### src/inc/pls_map.svh
// Register map, field positions, reset values and timing for the loop scheduler
// Behaviour
// - Sample period is four BCD digits, 00.05 to 99.99, meaning 50 ms to 99.99 s.
// - A scan calculates only loops whose sample period has elapsed.
// - Loops of two seconds or less get as many calculations per scan as needed.
// - Loops slower than two seconds get at most one calculation per scan.
// - The fast index may step from the first to the last loop within a scan.
// - The slow index advances once per scan at most, only when next slow loop due.
// - Both indices wrap from the highest loop in use back to loop one.
// - One calculation lasts 150 to 350 us, typically 250 us.
// - Formats 12/15-bit unipolar or bipolar and 16-bit unipolar, applied per loop.
// - The loop task of a scan starts only after the ladder task completes.
`ifndef PLS_MAP_SVH
`define PLS_MAP_SVH

`define PLS_CLK_NS 10
`define PLS_TICK_NS 10000000
`define PLS_CALC_MIN_US 150
`define PLS_CALC_TYP_US 250
`define PLS_CALC_MAX_US 350
`define PLS_NS_PER_US 1000

`define PLS_LOOP_AREA_BIT 7
`define PLS_SEL_HI 6
`define PLS_SEL_LO 5
`define PLS_OFS_HI 4
`define PLS_OFS_CFG 5'h00
`define PLS_OFS_PERIOD 5'h07
`define PLS_ADDR_CTRL 8'h80
`define PLS_ADDR_STAT 8'h81
`define PLS_ADDR_DUE 8'h82
`define PLS_ADDR_INVAL 8'h83

`define PLS_PERIOD_RST 16'h0000
`define PLS_CFG_RST 4'h0
`define PLS_CFG_EN_BIT 3
`define PLS_CFG_FMT_HI 2
`define PLS_CTRL_EN_BIT 0
`define PLS_CTRL_MAX_HI 6
`define PLS_CTRL_MAX_LO 4
`define PLS_STAT_SLOW_LO 4
`define PLS_STAT_BUSY_BIT 8
`define PLS_STAT_OVR_BIT 9

`define PLS_PERIOD_MIN 14'h0005
`define PLS_FAST_LIMIT 14'h00C8
`define PLS_ELAPSED_SAT 14'h3FFF
`define PLS_BCD_MAX_DIGIT 4'h9

`define PLS_FMT_U12 3'h0
`define PLS_FMT_B12 3'h1
`define PLS_FMT_U15 3'h2
`define PLS_FMT_B15 3'h3
`define PLS_FMT_U16 3'h4

`endif

### src/inc/pls_pkg.sv
// Types shared by the loop scheduler files
package pls_pkg;
	typedef logic [2:0] pls_idx_t;
	typedef logic [2:0] pls_fmt_t;

	typedef struct packed {
		logic valid;
		pls_idx_t loop;
		pls_fmt_t fmt;
	} pls_calc_s;

	typedef enum logic [2:0] {
		PLS_IDLE,
		PLS_FAST,
		PLS_SLOW,
		PLS_WAIT,
		PLS_DONE
	} pls_state_e;
endpackage : pls_pkg

### src/hdl/pls_calc_timer.sv
// Calculation slot timer: bounds one loop calculation between least and most time
`timescale 1ns/1ns
module pls_calc_timer #(
	parameter int MIN_CYC = 15000,
	parameter int MAX_CYC = 35000
) (
	input wire logic clock,
	input wire logic srst,
	input wire logic start,
	input wire logic done_in,
	output logic busy,
	output logic finish,
	output logic overrun
);
	localparam int CW = $clog2(MAX_CYC + 1);

	logic [CW-1:0] cnt_ff;
	logic busy_ff;
	logic seen_ff;
	logic finish_ff;
	logic overrun_ff;

	// Engine may report done early; the slot still lasts the least time
	wire min_met = cnt_ff >= CW'(MIN_CYC - 1);
	wire at_max = cnt_ff == CW'(MAX_CYC - 1);
	wire got_done = done_in | seen_ff;
	wire end_now = busy_ff & ((got_done & min_met) | at_max);
	wire [CW-1:0] nxt_cnt = cnt_ff + CW'(1);

	always_ff @(posedge clock) begin
		if (srst) begin
			cnt_ff <= '0;
			busy_ff <= 1'b0;
			seen_ff <= 1'b0;
			finish_ff <= 1'b0;
			overrun_ff <= 1'b0;
		end else begin
			finish_ff <= end_now & ~start;
			overrun_ff <= end_now & ~start & ~got_done;
			if (start) begin
				cnt_ff <= '0;
				busy_ff <= 1'b1;
				seen_ff <= 1'b0;
			end else if (end_now) begin
				busy_ff <= 1'b0;
			end else if (busy_ff) begin
				cnt_ff <= nxt_cnt;
				seen_ff <= got_done;
			end
		end
	end

	assign busy = busy_ff;
	assign finish = finish_ff;
	assign overrun = overrun_ff;
endmodule : pls_calc_timer

### src/hdl/pls_scheduler.sv
// Loop scheduler: per-loop period timers, fast and slow round-robin indices
//
// Strobed register access was left to the implementer.
`timescale 1ns/1ns
`include "pls_map.svh"
module pls_scheduler #(
	parameter int NUM_LOOPS = 4,
	parameter int TICK_CYC = `PLS_TICK_NS / `PLS_CLK_NS,
	parameter int CALC_MIN_CYC =
		(`PLS_CALC_MIN_US * `PLS_NS_PER_US + `PLS_CLK_NS - 1) / `PLS_CLK_NS,
	parameter int CALC_MAX_CYC =
		(`PLS_CALC_MAX_US * `PLS_NS_PER_US) / `PLS_CLK_NS
) (
	input wire logic clock,
	input wire logic srst,
	input wire logic [7:0] reg_addr,
	input wire logic [15:0] reg_wdata,
	input wire logic reg_we,
	input wire logic reg_re,
	output logic [15:0] reg_rdata,
	input wire logic ladder_done,
	input wire logic calc_done,
	output pls_pkg::pls_calc_s calc_req,
	output logic loops_done
);
	import pls_pkg::*;

	localparam int TW = $clog2(TICK_CYC + 1);

	// BCD word to a count of 10 ms units; digits are checked separately
	function automatic logic [13:0] pls_bcd_to_bin(input logic [15:0] bcd);
		logic [13:0] acc;
		acc = 14'(bcd[15:12]) * 14'h03E8;
		acc = acc + 14'(bcd[11:8]) * 14'h0064;
		acc = acc + 14'(bcd[7:4]) * 14'h000A;
		acc = acc + 14'(bcd[3:0]);
		return acc;
	endfunction : pls_bcd_to_bin

	function automatic logic pls_bcd_ok(input logic [15:0] bcd);
		logic ok;
		ok = 1'b1;
		for (int d = 0; d < 4; d++) begin
			if (bcd[d*4 +: 4] > `PLS_BCD_MAX_DIGIT) begin
				ok = 1'b0;
			end
		end
		return ok;
	endfunction : pls_bcd_ok

	logic [15:0] period_ff [NUM_LOOPS];
	logic [3:0] cfg_ff [NUM_LOOPS];
	logic [13:0] elapsed_ff [NUM_LOOPS];
	logic [NUM_LOOPS-1:0] loop_valid;
	logic [NUM_LOOPS-1:0] loop_fast;
	logic [NUM_LOOPS-1:0] loop_due;

	logic [TW-1:0] tick_cnt_ff;
	logic tick_ff;
	logic sched_en_ff;
	pls_idx_t max_loop_ff;
	logic overrun_ff;
	logic [15:0] rdata_ff;

	pls_state_e state_ff;
	pls_state_e nxt_state;
	pls_idx_t ptr_ff;
	pls_idx_t nxt_ptr;
	pls_idx_t steps_ff;
	pls_idx_t nxt_steps;
	pls_idx_t fast_idx_ff;
	pls_idx_t nxt_fast_idx;
	pls_idx_t slow_idx_ff;
	pls_idx_t nxt_slow_idx;
	logic from_slow_ff;
	logic nxt_from_slow;
	logic start_calc;
	pls_calc_s calc_req_ff;
	logic loops_done_ff;

	logic calc_busy;
	logic calc_finish;
	logic calc_overrun;

	// Register decode
	wire in_loop_area = ~reg_addr[`PLS_LOOP_AREA_BIT];
	wire [1:0] sel_loop = reg_addr[`PLS_SEL_HI:`PLS_SEL_LO];
	wire [4:0] sel_ofs = reg_addr[`PLS_OFS_HI:0];
	wire sel_ok = in_loop_area & (32'(sel_loop) < NUM_LOOPS);
	wire hit_period = sel_ok & (sel_ofs == `PLS_OFS_PERIOD);
	wire hit_cfg = sel_ok & (sel_ofs == `PLS_OFS_CFG);
	wire hit_ctrl = reg_addr == `PLS_ADDR_CTRL;
	wire hit_stat = reg_addr == `PLS_ADDR_STAT;
	wire hit_due = reg_addr == `PLS_ADDR_DUE;
	wire hit_inval = reg_addr == `PLS_ADDR_INVAL;
	wire wr_ctrl = reg_we & hit_ctrl;
	wire clr_overrun = reg_we & hit_stat & reg_wdata[`PLS_STAT_OVR_BIT];

	// Out-of-range or zero highest-loop setting falls back to all loops
	wire max_bad = (max_loop_ff == '0) | (32'(max_loop_ff) > NUM_LOOPS);
	wire [2:0] eff_max = max_bad ? 3'(NUM_LOOPS) : max_loop_ff;
	wire [1:0] ptr_loop = 2'(ptr_ff - 3'h1);
	wire [2:0] ptr_next = (ptr_ff >= eff_max) ? 3'h1 : ptr_ff + 3'h1;
	wire [2:0] slow_next =
		(slow_idx_ff >= eff_max) ? 3'h1 : slow_idx_ff + 3'h1;
	wire ptr_en = cfg_ff[ptr_loop][`PLS_CFG_EN_BIT];
	wire ptr_is_fast = loop_valid[ptr_loop] & loop_fast[ptr_loop] & ptr_en;
	wire ptr_is_slow = loop_valid[ptr_loop] & ~loop_fast[ptr_loop] & ptr_en;
	wire ptr_due = loop_due[ptr_loop];

	wire tick_wrap = tick_cnt_ff == TW'(TICK_CYC - 1);
	wire [TW-1:0] tick_inc = tick_cnt_ff + TW'(1);

	genvar k;
	generate
		for (k = 0; k < NUM_LOOPS; k++) begin : g_loop
			wire [13:0] period_bin = pls_bcd_to_bin(period_ff[k]);
			wire sel_me = sel_loop == 2'(k);
			wire wr_period = reg_we & hit_period & sel_me;
			wire wr_cfg = reg_we & hit_cfg & sel_me;
			wire fmt_ok = cfg_ff[k][`PLS_CFG_FMT_HI:0] <= `PLS_FMT_U16;
			wire restart = calc_finish & (calc_req_ff.loop == 3'(k + 1));
			wire sat = elapsed_ff[k] == `PLS_ELAPSED_SAT;
			wire [13:0] elapsed_inc = elapsed_ff[k] + 14'h0001;
			// A tick landing on the restart cycle is counted, not lost
			wire [13:0] nxt_elapsed = restart ? {13'h0000, tick_ff} :
				(tick_ff & ~sat) ? elapsed_inc : elapsed_ff[k];
			assign loop_valid[k] = pls_bcd_ok(period_ff[k]) & fmt_ok &
				(period_bin >= `PLS_PERIOD_MIN);
			assign loop_fast[k] = period_bin <= `PLS_FAST_LIMIT;
			assign loop_due[k] = loop_valid[k] &
				(elapsed_ff[k] >= period_bin);
			always_ff @(posedge clock) begin
				if (srst) begin
					period_ff[k] <= `PLS_PERIOD_RST;
					cfg_ff[k] <= `PLS_CFG_RST;
					elapsed_ff[k] <= '0;
				end else begin
					if (wr_period) begin
						period_ff[k] <= reg_wdata;
					end
					if (wr_cfg) begin
						cfg_ff[k] <= reg_wdata[3:0];
					end
					elapsed_ff[k] <= nxt_elapsed;
				end
			end
		end
	endgenerate

	// Read path
	wire [15:0] rd_loop = hit_period ? period_ff[sel_loop] :
		hit_cfg ? {12'h000, cfg_ff[sel_loop]} : 16'h0000;
	wire [15:0] rd_ctrl = {9'h000, max_loop_ff, 3'h0, sched_en_ff};
	wire [15:0] rd_stat = {6'h00, overrun_ff, calc_busy,
		1'b0, slow_idx_ff, 1'b0, fast_idx_ff};
	wire [15:0] rd_due = 16'(loop_due);
	// Invert at loop width first so unused upper bits read as zero
	wire [NUM_LOOPS-1:0] inval_map = ~loop_valid;
	wire [15:0] rd_inval = 16'(inval_map);
	wire [15:0] rd_word = hit_ctrl ? rd_ctrl : hit_stat ? rd_stat :
		hit_due ? rd_due : hit_inval ? rd_inval : rd_loop;

	always_ff @(posedge clock) begin
		if (srst) begin
			tick_cnt_ff <= '0;
			tick_ff <= 1'b0;
			rdata_ff <= 16'h0000;
		end else begin
			tick_cnt_ff <= tick_wrap ? '0 : tick_inc;
			tick_ff <= tick_wrap;
			rdata_ff <= reg_re ? rd_word : 16'h0000;
		end
	end

	always_ff @(posedge clock) begin
		if (srst) begin
			sched_en_ff <= 1'b0;
			// All loops in use until software narrows the range
			max_loop_ff <= 3'(NUM_LOOPS);
			overrun_ff <= 1'b0;
		end else begin
			if (wr_ctrl) begin
				sched_en_ff <= reg_wdata[`PLS_CTRL_EN_BIT];
				max_loop_ff <= reg_wdata[`PLS_CTRL_MAX_HI:`PLS_CTRL_MAX_LO];
			end
			// Set wins over a clear in the same cycle
			overrun_ff <= calc_overrun | (overrun_ff & ~clr_overrun);
		end
	end

	// Scan sequencer
	always_comb begin
		nxt_state = state_ff;
		nxt_ptr = ptr_ff;
		nxt_steps = steps_ff;
		nxt_fast_idx = fast_idx_ff;
		nxt_slow_idx = slow_idx_ff;
		nxt_from_slow = from_slow_ff;
		start_calc = 1'b0;
		case (state_ff)
			PLS_IDLE: begin
				if (ladder_done & sched_en_ff) begin
					nxt_state = PLS_FAST;
					nxt_ptr = 3'h1;
				end
			end
			PLS_FAST: begin
				if (ptr_is_fast & ptr_due) begin
					start_calc = 1'b1;
					nxt_from_slow = 1'b0;
					nxt_fast_idx = ptr_ff;
					nxt_state = PLS_WAIT;
				end else if (ptr_ff >= eff_max) begin
					nxt_state = PLS_SLOW;
					nxt_ptr = slow_next;
					nxt_steps = 3'h1;
				end else begin
					nxt_ptr = ptr_next;
				end
			end
			PLS_SLOW: begin
				// Index holds until its next loop is due, so none is skipped
				if (ptr_is_slow) begin
					if (ptr_due) begin
						start_calc = 1'b1;
						nxt_from_slow = 1'b1;
						nxt_slow_idx = ptr_ff;
						nxt_state = PLS_WAIT;
					end else begin
						nxt_state = PLS_DONE;
					end
				end else if (steps_ff >= eff_max) begin
					nxt_state = PLS_DONE;
				end else begin
					nxt_ptr = ptr_next;
					nxt_steps = steps_ff + 3'h1;
				end
			end
			PLS_WAIT: begin
				if (calc_finish) begin
					if (from_slow_ff) begin
						nxt_state = PLS_DONE;
					end else if (ptr_ff >= eff_max) begin
						nxt_state = PLS_SLOW;
						nxt_ptr = slow_next;
						nxt_steps = 3'h1;
					end else begin
						nxt_state = PLS_FAST;
						nxt_ptr = ptr_next;
					end
				end
			end
			PLS_DONE: begin
				nxt_state = PLS_IDLE;
			end
			default: begin
				nxt_state = PLS_IDLE;
			end
		endcase
	end

	always_ff @(posedge clock) begin
		if (srst) begin
			state_ff <= PLS_IDLE;
			ptr_ff <= 3'h1;
			steps_ff <= 3'h1;
			fast_idx_ff <= 3'h0;
			slow_idx_ff <= 3'h0;
			from_slow_ff <= 1'b0;
			calc_req_ff <= '0;
			loops_done_ff <= 1'b0;
		end else begin
			state_ff <= nxt_state;
			ptr_ff <= nxt_ptr;
			steps_ff <= nxt_steps;
			fast_idx_ff <= nxt_fast_idx;
			slow_idx_ff <= nxt_slow_idx;
			from_slow_ff <= nxt_from_slow;
			calc_req_ff.valid <= start_calc;
			if (start_calc) begin
				calc_req_ff.loop <= ptr_ff;
				calc_req_ff.fmt <= cfg_ff[ptr_loop][`PLS_CFG_FMT_HI:0];
			end
			loops_done_ff <= state_ff == PLS_DONE;
		end
	end

	pls_calc_timer #(
		.MIN_CYC(CALC_MIN_CYC),
		.MAX_CYC(CALC_MAX_CYC)
	) u_calc_timer (
		.clock(clock),
		.srst(srst),
		.start(calc_req_ff.valid),
		.done_in(calc_done),
		.busy(calc_busy),
		.finish(calc_finish),
		.overrun(calc_overrun)
	);

	assign reg_rdata = rdata_ff;
	assign calc_req = calc_req_ff;
	assign loops_done = loops_done_ff;
endmodule : pls_scheduler

### config.mk
export PLATFORM = sky130hd
export DESIGN_NAME = pls_scheduler
export DESIGN_NICKNAME = d
export VERILOG_FILES = /design/src/inc/pls_pkg.sv /design/src/hdl/pls_calc_timer.sv /design/src/hdl/pls_scheduler.sv
export VERILOG_INCLUDE_DIRS = /design/src /design/src/inc
export SDC_FILE = /design/constraint.sdc
export NUM_CORES = 1
export LEC_CHECK = 0
export BUFFER_PORTS_ARGS = -buffer_cell sky130_fd_sc_hd__buf_4
export CORE_ASPECT_RATIO = 0.75
export CORE_MARGIN = 3
export CORE_UTILIZATION = 45
export CTS_CLUSTER_SIZE = 20
export DETAILED_ROUTE_END_ITERATION = 10
export GPL_TIMING_DRIVEN = 0
export SLEW_MARGIN = 15
export SYNTH_ARGS = -nofsm -noshare
export SYNTH_HDL_FRONTEND = slang
export SYNTH_SLANG_ARGS = --single-unit
### constraint.sdc
create_clock -name clock -period 6.15 [get_ports clock]
set_input_delay 1.5375 -clock clock [delete_from_list [all_inputs] [get_ports clock]]
set_output_delay 1.5375 -clock clock [all_outputs]
set_load 0.01 [all_outputs]
=== After elaboration in Yosys (flattened, before gate mapping) ===
Memories as Yosys holds them, arrays and structs flattened.
Index checks and enable logic that the tools add are counted.
W data, S select, Z words.

* Bits in registers: 86
* RAM bits: 136
* Input bits: 30
* Memories: 3

{| class="wikitable"
|+ Memories
! name !! words !! bits a word !! read ports !! clocked after Yosys merged registers in !! wr ports !! RTL line !! text
|-
| period_ff || 4 || 16 || 5 || 0 || 4 || pls_scheduler.sv:51 || <nowiki>logic [15:0] period_ff [NUM_LOOPS];</nowiki>
|-
| elapsed_ff || 4 || 14 || 4 || 0 || 4 || pls_scheduler.sv:53 || <nowiki>logic [13:0] elapsed_ff [NUM_LOOPS];</nowiki>
|-
| cfg_ff || 4 || 4 || 6 || 0 || 4 || pls_scheduler.sv:52 || <nowiki>logic [3:0] cfg_ff [NUM_LOOPS];</nowiki>
|}

* Add/sub/neg operators: 22
* Multiply operators: 12
* Order comparisons: 38
* Equal/unequal tests: 33
* Multiplexer cells: 112
* Bitwise logic cells: 74
* Reductions and logical operators: 21

{| class="wikitable"
|+ Operator list
! operator !! number
|-
| $mux W14 || 12
|-
| $mux W16 || 5
|-
| $mux W3 || 23
|-
| $gt A4 B4 Y1 const B || 16
|-
| $add A14 B1 Y14 const B || 4
|-
| $add A14 B11 Y14 || 4
|-
| $add A14 B4 Y14 || 4
|-
| $add A14 B8 Y14 || 4
|-
| $eq A14 B14 Y1 const B || 4
|-
| $ge A14 B14 Y1 || 4
|-
| $ge A14 B3 Y1 const B || 4
|-
| $le A14 B8 Y1 const B || 4
|-
| $mux W1 || 54
|-
| $and A1 B1 Y1 || 46
|-
| $mul A4 B7 Y11 const B || 4
|-
| $mul A4 B5 Y9 const B || 4
|-
| $eq A8 B8 Y1 const B || 4
|-
| $mux W10 || 3
|-
| $mul A4 B3 Y7 const B || 4
|-
| $pmux W3 S4 || 2
|-
| $add A20 B1 Y20 const B || 1
|-
| $eq A20 B20 Y1 const B || 1
|-
| $mux W4 || 5
|-
| $add A16 B1 Y16 const B || 1
|-
| 40 further kinds || 95
|}

=== Depth between registers and ports, before layout ===
Gate-level depths: netlist (run 1).
An unclocked memory read counts as a cell.

* Depth after elaboration: 15
* Depth in mapped cells: 28
* Gate-level depth less buffers: 27

=== Modules after synthesis ===
Synthesis (run 1) repeated with hierarchy kept, for this count alone.

* Cell total of the unflattened synthesis: 2005
* Area, all modules: 19075.8 sq um

{| class="wikitable"
|+ By module, submodules not included
! module !! instances !! cells each !! area an instance (sq um) !! seq. area each (sq um)
|-
| pls_scheduler || 1 || 1877 || 17976.0 || 4844.6
|-
| pls_calc_timer || 1 || 128 || 1099.8 || 400.4
|}

=== Worst setup path before layout (run 1) ===
OpenSTA, ideal clock, no wires.

* Path type: register to register
* From: memory period_ff[1][14]
* To: register ptr_ff[1]
* Arrival: 6.573 ns
* Required time: 6.080 ns
* Setup slack: -0.493 ns
* Cell stages (with the launch flop): 28
* Buffers on the path: 1
* Period minus slack after synthesis: 6.643 ns
* Path through: edfxtp_1 -> fa_1 -> inv_1 -> fa_1 -> inv_1 -> ha_1 -> a21o_1 -> a21oi_1 -> xnor2_1 -> ha_1 -> ha_1 -> ha_1 -> a21o_1 -> a211oi_1 -> o2111ai_1 -> o211ai_2 -> xor2_1 -> inv_1 -> ha_1 -> nand2_1 -> nor4_1 -> a2111o_1 -> nor2b_2 -> a221oi_4 -> nor3_1 -> buf_4 -> or4_1 -> a21oi_1

{| class="wikitable"
|+ RTL lines
! element !! RTL line !! text
|-
| start, declared || pls_scheduler.sv:51 ||
|-
| end signal, assigned || pls_scheduler.sv:275 || <nowiki>ptr_ff <= nxt_ptr;</nowiki>
|-
| end, declared || pls_scheduler.sv:67 || <nowiki>pls_idx_t ptr_ff;</nowiki>
|}

==> results.py, run 1 <==
metrics = {
    "floorplan": {
        "die_y_um": 184,
        "rows": 64,
        "die-width_um": 243,
        "io_pins": 54,
        "initial_core_util_pct": 46.1,
        "coreArea_um2": 41200,
        "die_area_um2": 44700,
    },
    "synthesis": {
        "synth_flop_cell": "dfxtp_1",
        "synth-compound-area-share_pct": 13.0,
        "synth_most_common_cell": "ha_1",
        "seq_area_frac_synth_pct": 27.7,
        "synth_warnings": 0,
        "netlist_instances": 1990,
        "synthAdderAreaFrac_pct": 26.7,
        "netlist.area_leader.share_pct": 19.5,
        "ys_ff_latch": 222,
        "synth_top_area_cell": "ha_1",
        "yosysUniqueCellTypes": 103,
        "synth_mux_area_share_pct": 3.95,
        "synth.avg_cell_area_um2": 9.53,
        "synth_top_family_by_area": "adder cells",
        "syn_nets": 2384,
        "synth_common_cells": "ha_1 (296), inv_1 (195), nor2_1 (172)",
        "syn-cell-area_um2": 19000,
        "synth_edf_count": 80,
        "synthXorXnorAreaFrac_pct": 6.74,
        "synthArstFlopShare_pct": 0,
        "yosys-top-cells-area": "ha_1 (20%), dfxtp_1 (15%), edfxtp_1 (13%), fa_1 (7.2%), inv_1 (3.9%)",
        "synthSimpleGateAreaFrac_pct": 16.7,
    },
    "power": {
        "combinationalPowerShare_pct": 62.1,
        "totalPowerFinal_uw": 8690,
        "power.leakage_uw": 0.00990,
        "p_sw_share_pct": 41.4,
        "clock_power_share_pct": 18.9,
        "cellPowerDensity_nw_per_um2": 383,
        "p_int_uw": 5100,
        "p_sw_uw": 3600,
        "seq_power_share_pct": 18.9,
        "ir_drop_mv": 0.361,
    },
    "timing": {
        "setup_slack_ns": -0.351,
        "setup-violations-final": 23,
        "relSlewSlack_pct": 26.6,
        "timing.fmax_mhz": 154,
        "tns_ns": -5.80,
        "rsz0062_at_grt": "true",
        "hold_ws_ns": 0.448,
        "period_needed_ns": 6.50,
        "fin_crit_sh_pct": 106,
        "finalHoldViolCount": 0,
        "skew_ns": 0.0176,
        "tightest_slew_ns": 1.07,
        "drv_slew": 0,
    },
    "global_routing": {
        "track_usage_pct": 22.2,
        "grt-busiest-layer": "met2",
        "grt.overflow.total": 0,
        "met3_usage_pct": 3.00,
        "grt_pass1_vias": 14498,
        "met1_usage_pct": 32.8,
        "grt_max_degree": 17,
        "antenna_found_initial": 7,
        "use_met2_pct": 34.9,
        "grt_pass1_wl_um": 79600,
    },
    "route": {
        "routed_via_density": 5.52,
        "drtIter0Drc": 1099,
        "firstDrtPassIters": 6,
        "drc": 0,
        "drt-total-wl_um": 50500,
        "routed-via-count": 15162,
        "antenna_left": 0,
        "wl_per_cell_um": 18.4,
    },
    "cts": {
        "cts_buffers": 26,
        "path_clk_slew_ns": 0.06,
        "insertion_delay_ns": 0.56,
        "hold_buffers": 0,
        "cts_tree": "built",
        "cts-root-buf": "clkbuf_16",
        "ctsHtreeMaxLevel": 1,
        "cts_sinks": 222,
        "clock_path_buffers": 3,
    },
    "critical_path": {
        "path_max_fanout": 5,
        "startpoint_type": "flip-flop",
        "slowest_stage": "edfxtp_1",
        "cp.required_ns": 6.64,
        "path_delay_family": "adder cells",
        "cp_common_cell": "a21o_1",
        "worstPathArrival_ns": 6.99,
        "max_stage_delay_ns": 0.56,
        "reg2reg_slack_ns": -0.35,
        "path_class": "flip-flop to flip-flop",
        "worst-path-buf-inv": 4,
        "end_kind": "flip-flop",
    },
    "min_path": {
        "hold_class": "flip-flop to flip-flop",
    },
    "placed_design": {
        "io_buffers": 51,
        "placed_cells": 2605,
        "gp_congestion": 0.885,
        "post-dp-hpwl_um": 39100,
    },
    "run_status": {
        "violations": "setup timing",
        "status": "finished with violations",
    },
    "finish": {
        "area_delta_synth_final_pct": 19.7,
        "regArea_um2": 5250,
        "layout-drive-gt1-share_pct": 18.2,
        "layout.cells.non_filler": 2747,
        "multi_input_area_um2": 13700,
        "fill_cells": 3673,
        "final_nets": 2559,
    },
    "run": {
        "cap_violations": 0,
    },
}
[state kept, by name (all words and copies together), names as in the netlist, 3 cells and up]
name,count
tick_cnt_ff,20
u_calc_timer.cnt_ff,16
state_ff,3
period_ff,64
reg_rdata,16
fast_idx_ff,3
elapsed_ff,56
calc_req,7
ptr_ff,3
cfg_ff,16
steps_ff,3
slow_idx_ff,3
max_loop_ff,3
[placed cells by master (no fill, tap or decap), drive strengths merged, types with 15 or more instances in the layout]
master  Yosys  layout
o21ai      82      82
and2       91      91
ha        296     296
a211oi     21      21
dfxtp     142     142
a21o       57      57
fa         68      68
inv       195     197
buf         8     157
xnor2      69      69
mux4       23      23
nor2      172     172
nand2b     19      19
xor2       76      76
nor2b      23      23
nand2     114     114
a21oi      92      92
nand3      56      56
mux2i      19      19
and3       20      20
nand4      28      28
or3        15      15
edfxtp     80      80
clkbuf     28      55
nor3       37      37
[cell families after synthesis]
| group | after synthesis |
|---|---|
| buffers and inverters | 235 |
| muxes | 45 |
| and+or+nand+nor | 623 |
| DFF | 222 |
| xor gates and xnor gates | 145 |
| AOI/OAI and AO/OA | 356 |
| adders and majority gates | 364 |
[stage by stage]
step | util [%] | setup slack (ns) | cell area (um^2)
after floorplan | - | -0.0173 | 19300
after global placement | 49.6 | -1.32 | 20400
after detailed placement | 49.7 | -1.39 | 20500
after CTS | 53.3 | -0.375 | 21900
after global routing | 55.1 | -0.566 | 22700
final | 55.1 | -0.351 | 22700
[routing by layer]
layer / routed length, um / part of all wire (%)
met4: 880 / 1.7
met1: 24400 / 48
met2: 22200 / 44
met5: 69 / 0.14
met3: 3020 / 6.0
[power by group through the flow]
stage / Sequential [uW] / Combinational (uW) / Clock, uW
floorplan: 1650 / 3480 / 0
global route: 1650 / 5980 / 1720
finish: 1650 / 5400 / 1650
CTS: 1650 / 4700 / 1660
global placement: 1680 / 4260 / 0
detailed placement: 1680 / 4360 / 0
[timing repair]
item                       CTS  global route
buffers inserted            52            42
resized for setup           34            83
hold endpoints to repair     0             0
pin swaps                   29            70
setup endpoints to repair   25            26
[final timing paths]
check                        end             start  cells past startpoint
setup reg to reg       ptr_ff[1]  period_ff[2][14]                     25
hold / removal    tick_cnt_ff[0]    tick_cnt_ff[0]                      1
setup / recovery       ptr_ff[1]  period_ff[2][14]                     25
hold reg to reg   tick_cnt_ff[0]    tick_cnt_ff[0]                      1
[area by class of cell]
type | instances | share of cell area, %
plain buffers | 38 | 1.12
repair buffers | 148 | 5.13
clock inverters | 18 | 0.965
inverters | 196 | 3.24
multi-input cells | 1533 | 60.3
well taps | 561 | 3.09
flip-flops and latches | 222 | 23.1
diodes | 2 | 0.0220
clock buffers | 29 | 3.02
Note: power is estimated with default switching activity, not from simulation.
==> run 2: changes to the inputs <==
--- a/config.mk
+++ b/config.mk
@@ -9,10 +9,11 @@
 export BUFFER_PORTS_ARGS = -buffer_cell sky130_fd_sc_hd__buf_4
 export CORE_ASPECT_RATIO = 0.75
 export CORE_MARGIN = 3
-export CORE_UTILIZATION = 45
+export CORE_UTILIZATION = 31
 export CTS_CLUSTER_SIZE = 20
 export DETAILED_ROUTE_END_ITERATION = 10
 export GPL_TIMING_DRIVEN = 0
+export PLACE_DENSITY = 0.44
 export SLEW_MARGIN = 15
 export SYNTH_ARGS = -nofsm -noshare
 export SYNTH_HDL_FRONTEND = slang
==> results.py, run 2 (synthesis gave the netlist of run 1 again) <==
metrics = {
    "run_status": {
        "status": "finished with violations",
        "violations": "setup timing",
    },
    "power": {
        "combinationalPowerShare_pct": 61.5,
        "seq_power_share_pct": 19.1,
        "p_sw_share_pct": 41.8,
        "totalPowerFinal_uw": 8630,
        "power.leakage_uw": 0.00983,
        "clock_power_share_pct": 19.3,
        "cellPowerDensity_nw_per_um2": 377,
        "p_sw_uw": 3610,
        "p_int_uw": 5020,
        "ir_drop_mv": 0.312,
    },
    "critical_path": {
        "r2r_start": "period_ff[2][14]",
        "reg2reg_slack_ns": -0.38,
        "end_kind": "flip-flop",
        "worst-path-buf-inv": 7,
        "r2r_end": "slow_idx_ff[0]",
        "path_delay_family": "adder cells",
        "worstRegToRegCells": 28,
        "cp.required_ns": 6.59,
        "cp_common_cell": "buf_6",
        "startpoint_type": "flip-flop",
        "slowest_stage": "fa_1",
        "worstPathArrival_ns": 6.98,
        "path_class": "flip-flop to flip-flop",
        "max_stage_delay_ns": 0.56,
        "path_max_fanout": 4,
    },
    "global_routing": {
        "grt.overflow.total": 0,
        "grt_max_degree": 16,
        "track_usage_pct": 17.1,
        "grt_pass1_wl_um": 85900,
        "grt_pass1_vias": 14568,
        "antenna_found_initial": 4,
    },
    "finish": {
        "final_nets": 2535,
        "layout-drive-gt1-share_pct": 17.3,
        "diodes": 0,
        "layout_common_cells": "ha_1 (259), inv_1 (189), nor2_1 (167), dfxtp_1 (142), nand2_1 (112)",
        "top_register": "period_ff",
        "fill_cells": 5976,
        "area_delta_synth_final_pct": 20.9,
        "final_common_cell": "ha_1",
        "regArea_um2": 5250,
        "post-route-util_pct": 38.4,
        "top_regs": "period_ff x64, elapsed_ff x56, tick_cnt_ff x20",
        "multi_input_area_um2": 13700,
        "layout.cells.non_filler": 2951,
        "largest_reg_flops": 64,
    },
    "route": {
        "routed_via_density": 5.01,
        "routedLengthMet1_um": 28200,
        "top_layer_used": "met4",
        "drtIter0Drc": 847,
        "routed-via-count": 14796,
        "wl_met3_um": 2640,
        "firstDrtPassIters": 5,
        "wl_per_cell_um": 18.8,
        "antenna_left": 0,
        "drc": 0,
        "drt-total-wl_um": 55400,
        "met2WireLength_um": 23800,
    },
    "cts": {
        "cts_buffers": 26,
        "cts_tree": "built",
        "cts-root-buf": "clkbuf_16",
        "ctsHtreeMaxLevel": 1,
        "insertion_delay_ns": 0.57,
        "clock_path_buffers": 3,
        "cts_sinks": 222,
        "path_clk_slew_ns": 0.06,
        "hold_buffers": 0,
    },
    "timing": {
        "tightest_slew_ns": 1.03,
        "hold_ws_ns": 0.446,
        "relSlewSlack_pct": 29.4,
        "period_needed_ns": 6.53,
        "setup_slack_ns": -0.384,
        "finalHoldViolCount": 0,
        "timing.fmax_mhz": 153,
        "rsz0062_at_grt": "true",
        "skew_ns": 0.0229,
        "setup-violations-final": 23,
        "drv_slew": 0,
        "fin_crit_sh_pct": 106,
    },
    "run": {
        "cap_violations": 0,
    },
    "placed_design": {
        "gp_congestion": 0.814,
        "io_buffers": 51,
        "placed_cells": 2835,
        "detailedPlace.worstSlack_ns": -1.46,
        "post-dp-hpwl_um": 43400,
    },
    "floorplan": {
        "initial_core_util_pct": 31.7,
        "die_y_um": 220,
        "die_area_um2": 64200,
        "rows": 77,
        "io_pins": 54,
        "die-width_um": 292,
        "coreArea_um2": 59700,
    },
    "min_path": {
        "hold_end": "tick_cnt_ff[0]",
        "hp-start": "tick_cnt_ff[0]",
        "whs_path_depth": 1,
        "hold_class": "flip-flop to flip-flop",
    },
}
[run 2: cell count changes in the layout (fill, tap and decap cells not counted), sizes merged]
cell,before,now
inv,197,195
clkbuf,55,63
clkinv,11,8
diode,2,0
clkinvlp,2,0
buf,157,133
[run 2: power by group through the flow]
stage / logic [uW] / registers, uW / clock network, uW
global route: 5920 / 1660 / 1790
finish: 5310 / 1650 / 1670
CTS: 4780 / 1650 / 1730
detailed placement: 4420 / 1690 / 0
floorplan: 3480 / 1650 / 0
global placement: 4360 / 1690 / 0
[run 2: worst max path at each step]
stage	startpoint	endpoint	cells past startpoint
2_1_floorplan	period_ff[1][14]	ptr_ff[1]	27
3_3_place_gp	period_ff[3][14]	ptr_ff[1]	24
3_5_place_dp	period_ff[3][14]	ptr_ff[1]	24
4_1_cts	period_ff[2][13]	ptr_ff[1]	24
5_1_grt	period_ff[2][14]	slow_idx_ff[0]	28
6_report	period_ff[2][14]	slow_idx_ff[0]	28
[run 2: final cells by class]
type,count,area share [%]
Multi-Input combinational cell,1533,60.0
Sequential cell,222,22.9
Timing Repair Buffer,124,4.53
Tap cell,790,4.31
Clock buffer,37,3.24
Inverter,196,3.21
Buffer,38,1.09
Clock inverter,11,0.770
[run 2: routing by layer]
metal	vias to the layer above	GRT usage, %
li1	7317	-
met2	258	26.6
met4	0	2.55
met5	-	0
met1	7178	25.3
met3	43	2.83
[run 2: worst reg2reg max path: cells and delay by family, from the launching register on]
| kind | cells | cell delay (ns) |
|---|---|---|
| buf+inv | 7 | 0.84 |
| flops | 1 | 0.51 |
| compound gates | 6 | 1.28 |
| simple gates | 7 | 0.95 |
| mux | 1 | 0.18 |
| fa+ha+maj | 7 | 2.65 |
[run 2: what timing repair did]
action,4_1_cts,5_1_grt
gates resized for setup,38,90
pin swaps,30,90
setup endpoints to repair,26,27
buffers inserted,43,27
[run 2: through the flow]
stage	instance area, um^2	setup TNS, ns
floorplan	19300	-0.0173
global placement	20700	-28.21
detailed placement	20800	-28.43
CTS	22200	-7.37
global route	22900	-11.56
finish	22900	-6.41
==> run 3: changes to the inputs <==
--- a/config.mk
+++ b/config.mk
@@ -13,7 +13,7 @@
 export CTS_CLUSTER_SIZE = 20
 export DETAILED_ROUTE_END_ITERATION = 10
 export GPL_TIMING_DRIVEN = 0
-export PLACE_DENSITY = 0.44
+export PLACE_DENSITY = 0.42
 export SLEW_MARGIN = 15
 export SYNTH_ARGS = -nofsm -noshare
 export SYNTH_HDL_FRONTEND = slang
==> constraint.sdc (replaced) <==
create_clock -name clock -period 6.1 [get_ports clock]
set_input_delay 1.525 -clock clock [delete_from_list [all_inputs] [get_ports clock]]
set_output_delay 1.525 -clock clock [all_outputs]
set_load 0.01 [all_outputs]
==> results.py, run 3 (synthesis gave the netlist of run 1 again) <==
metrics = {
    "power": {
        "ir_drop_mv": 0.265,
        "p_int_uw": 5160,
        "seq_power_share_pct": 18.8,
        "totalPowerFinal_uw": 8850,
        "p_sw_uw": 3690,
        "cellPowerDensity_nw_per_um2": 381,
        "clock_power_share_pct": 18.7,
        "power.leakage_uw": 0.0100,
        "combinationalPowerShare_pct": 62.5,
        "p_sw_share_pct": 41.7,
    },
    "global_routing": {
        "grt.overflow.total": 0,
        "antenna_found_initial": 7,
        "grt_pass1_wl_um": 87500,
        "grt_max_degree": 17,
        "grt_pass1_vias": 14965,
        "track_usage_pct": 17.5,
    },
    "timing": {
        "finalHoldViolCount": 0,
        "setup_slack_ns": -0.436,
        "setup-violations-final": 23,
        "drv_slew": 0,
        "timing.fmax_mhz": 153,
        "skew_ns": 0.0158,
        "period_needed_ns": 6.54,
        "hold_ws_ns": 0.446,
        "tightest_slew_ns": 1.00,
        "relSlewSlack_pct": 32.7,
        "fin_crit_sh_pct": 107,
        "rsz0062_at_grt": "true",
    },
    "floorplan": {
        "die_area_um2": 64200,
        "rows": 77,
        "die-width_um": 292,
        "coreArea_um2": 59700,
        "initial_core_util_pct": 31.7,
        "io_pins": 54,
        "die_y_um": 220,
    },
    "route": {
        "wl_per_cell_um": 18.8,
        "firstDrtPassIters": 5,
        "drc": 0,
        "routedLengthMet1_um": 28100,
        "met2WireLength_um": 24400,
        "drt-total-wl_um": 56200,
        "antenna_left": 0,
        "top_layer_used": "met5",
        "drtIter0Drc": 845,
        "routed_via_density": 5.00,
        "routed-via-count": 14980,
        "wl_met3_um": 2790,
    },
    "finish": {
        "multi_input_area_um2": 13800,
        "final_common_cell": "ha_1",
        "top_register": "period_ff",
        "top_regs": "period_ff x64, elapsed_ff x56, tick_cnt_ff x20",
        "largest_reg_flops": 64,
        "layout-drive-gt1-share_pct": 19.2,
        "final_nets": 2576,
        "regArea_um2": 5250,
        "fill_cells": 6005,
        "area_delta_synth_final_pct": 22.6,
        "layout_common_cells": "ha_1 (255), inv_1 (185), nor2_1 (167), buf_4 (143), dfxtp_1 (142)",
    },
    "run_status": {
        "status": "finished with violations",
        "violations": "setup timing",
    },
    "critical_path": {
        "worstPathArrival_ns": 6.99,
        "path_class": "flip-flop to flip-flop",
        "max_stage_delay_ns": 0.61,
        "path_delay_family": "adder cells",
        "startpoint_type": "flip-flop",
        "slowest_stage": "fa_1",
        "path_max_fanout": 6,
        "cp_common_cell": "ha_4",
        "cp.required_ns": 6.55,
        "end_kind": "flip-flop",
        "worst-path-buf-inv": 5,
    },
    "min_path": {
        "hold_class": "flip-flop to flip-flop",
    },
    "cts": {
        "clock_path_buffers": 3,
        "cts_buffers": 28,
        "insertion_delay_ns": 0.56,
        "cts-root-buf": "clkbuf_16",
        "path_clk_slew_ns": 0.06,
        "cts_tree": "built",
        "ctsHtreeMaxLevel": 1,
        "hold_buffers": 0,
        "cts_sinks": 222,
    },
    "placed_design": {
        "io_buffers": 51,
        "post-dp-hpwl_um": 44600,
        "gp_congestion": 0.823,
    },
    "run": {
        "cap_violations": 0,
    },
}
-- run 3: cell count changes in the layout (fill, tap and decap cells not counted), moves of 3 or more --
cell        delta
buf_4         +40
clkbuf_1       -5
clkbuf_8       -4
clkinv_1       +3
clkinv_2       +3
clkinvlp_4     +4
ha_1           -4
ha_4           +3
inv_1          -4
inv_2          +3
xnor2_1        -4
xnor2_2        +4
-- run 3: timing repair --
action / in CTS / in global routing
pin swaps: 77 / 50
setup buffers: 90 / 21
endpoints found under the setup margin: 26 / 27
gates resized for setup: 90 / 50
-- run 3: path summary, 6_finish.rpt --
check,startpoint,to,slack (ns),depth (start not counted)
min,tick_cnt_ff[0],tick_cnt_ff[0],0.45,1
min reg2reg,tick_cnt_ff[0],tick_cnt_ff[0],0.45,1
max,period_ff[1][13],steps_ff[1],-0.44,25
max reg2reg,period_ff[1][13],steps_ff[1],-0.44,25
-- run 3: per-layer routing --
layer  track usage [%]  vias to the layer above
li1                  -                     7412
met1              25.4                     7256
met2              27.8                      242
met3              3.24                       60
met4              2.37                       10
met5                 0                        -
-- run 3: area by class of cell --
cell class	count	share of cell area, %
plain buffers	37	1.07
well taps	790	4.25
multi-input cells	1533	59.3
clock inverters	22	0.889
inverters	196	3.18
diodes	1	0.0108
flip-flops and latches	222	22.6
repair buffers	164	5.70
clock buffers	30	3.05
-- run 3: power by group through the flow --
stage               Combinational [uW]  Sequential (uW)  Clock [uW]
finish                            5530             1670        1660
global placement                  4450             1710           0
global route                      6180             1670        1770
floorplan                         3510             1660           0
CTS                               5210             1660        1710
detailed placement                4490             1710           0
-- run 3: stage by stage --
stage | instance area [um^2] | setup WS (ns) | util (%) | setup TNS, ns | std cells
finish | 23200 | -0.436 | 38.9 | -7.19 | 2995
global route | 23200 | -0.714 | 38.9 | -14.16 | 2994
CTS | 22900 | -0.466 | 38.3 | -8.81 | 2976
detailed placement | 20800 | -1.74 | 34.8 | -34.94 | 2836
global placement | 20700 | -1.71 | 34.7 | -34.45 | 2831
floorplan | 19300 | -0.0673 | - | -0.0673 | 1990
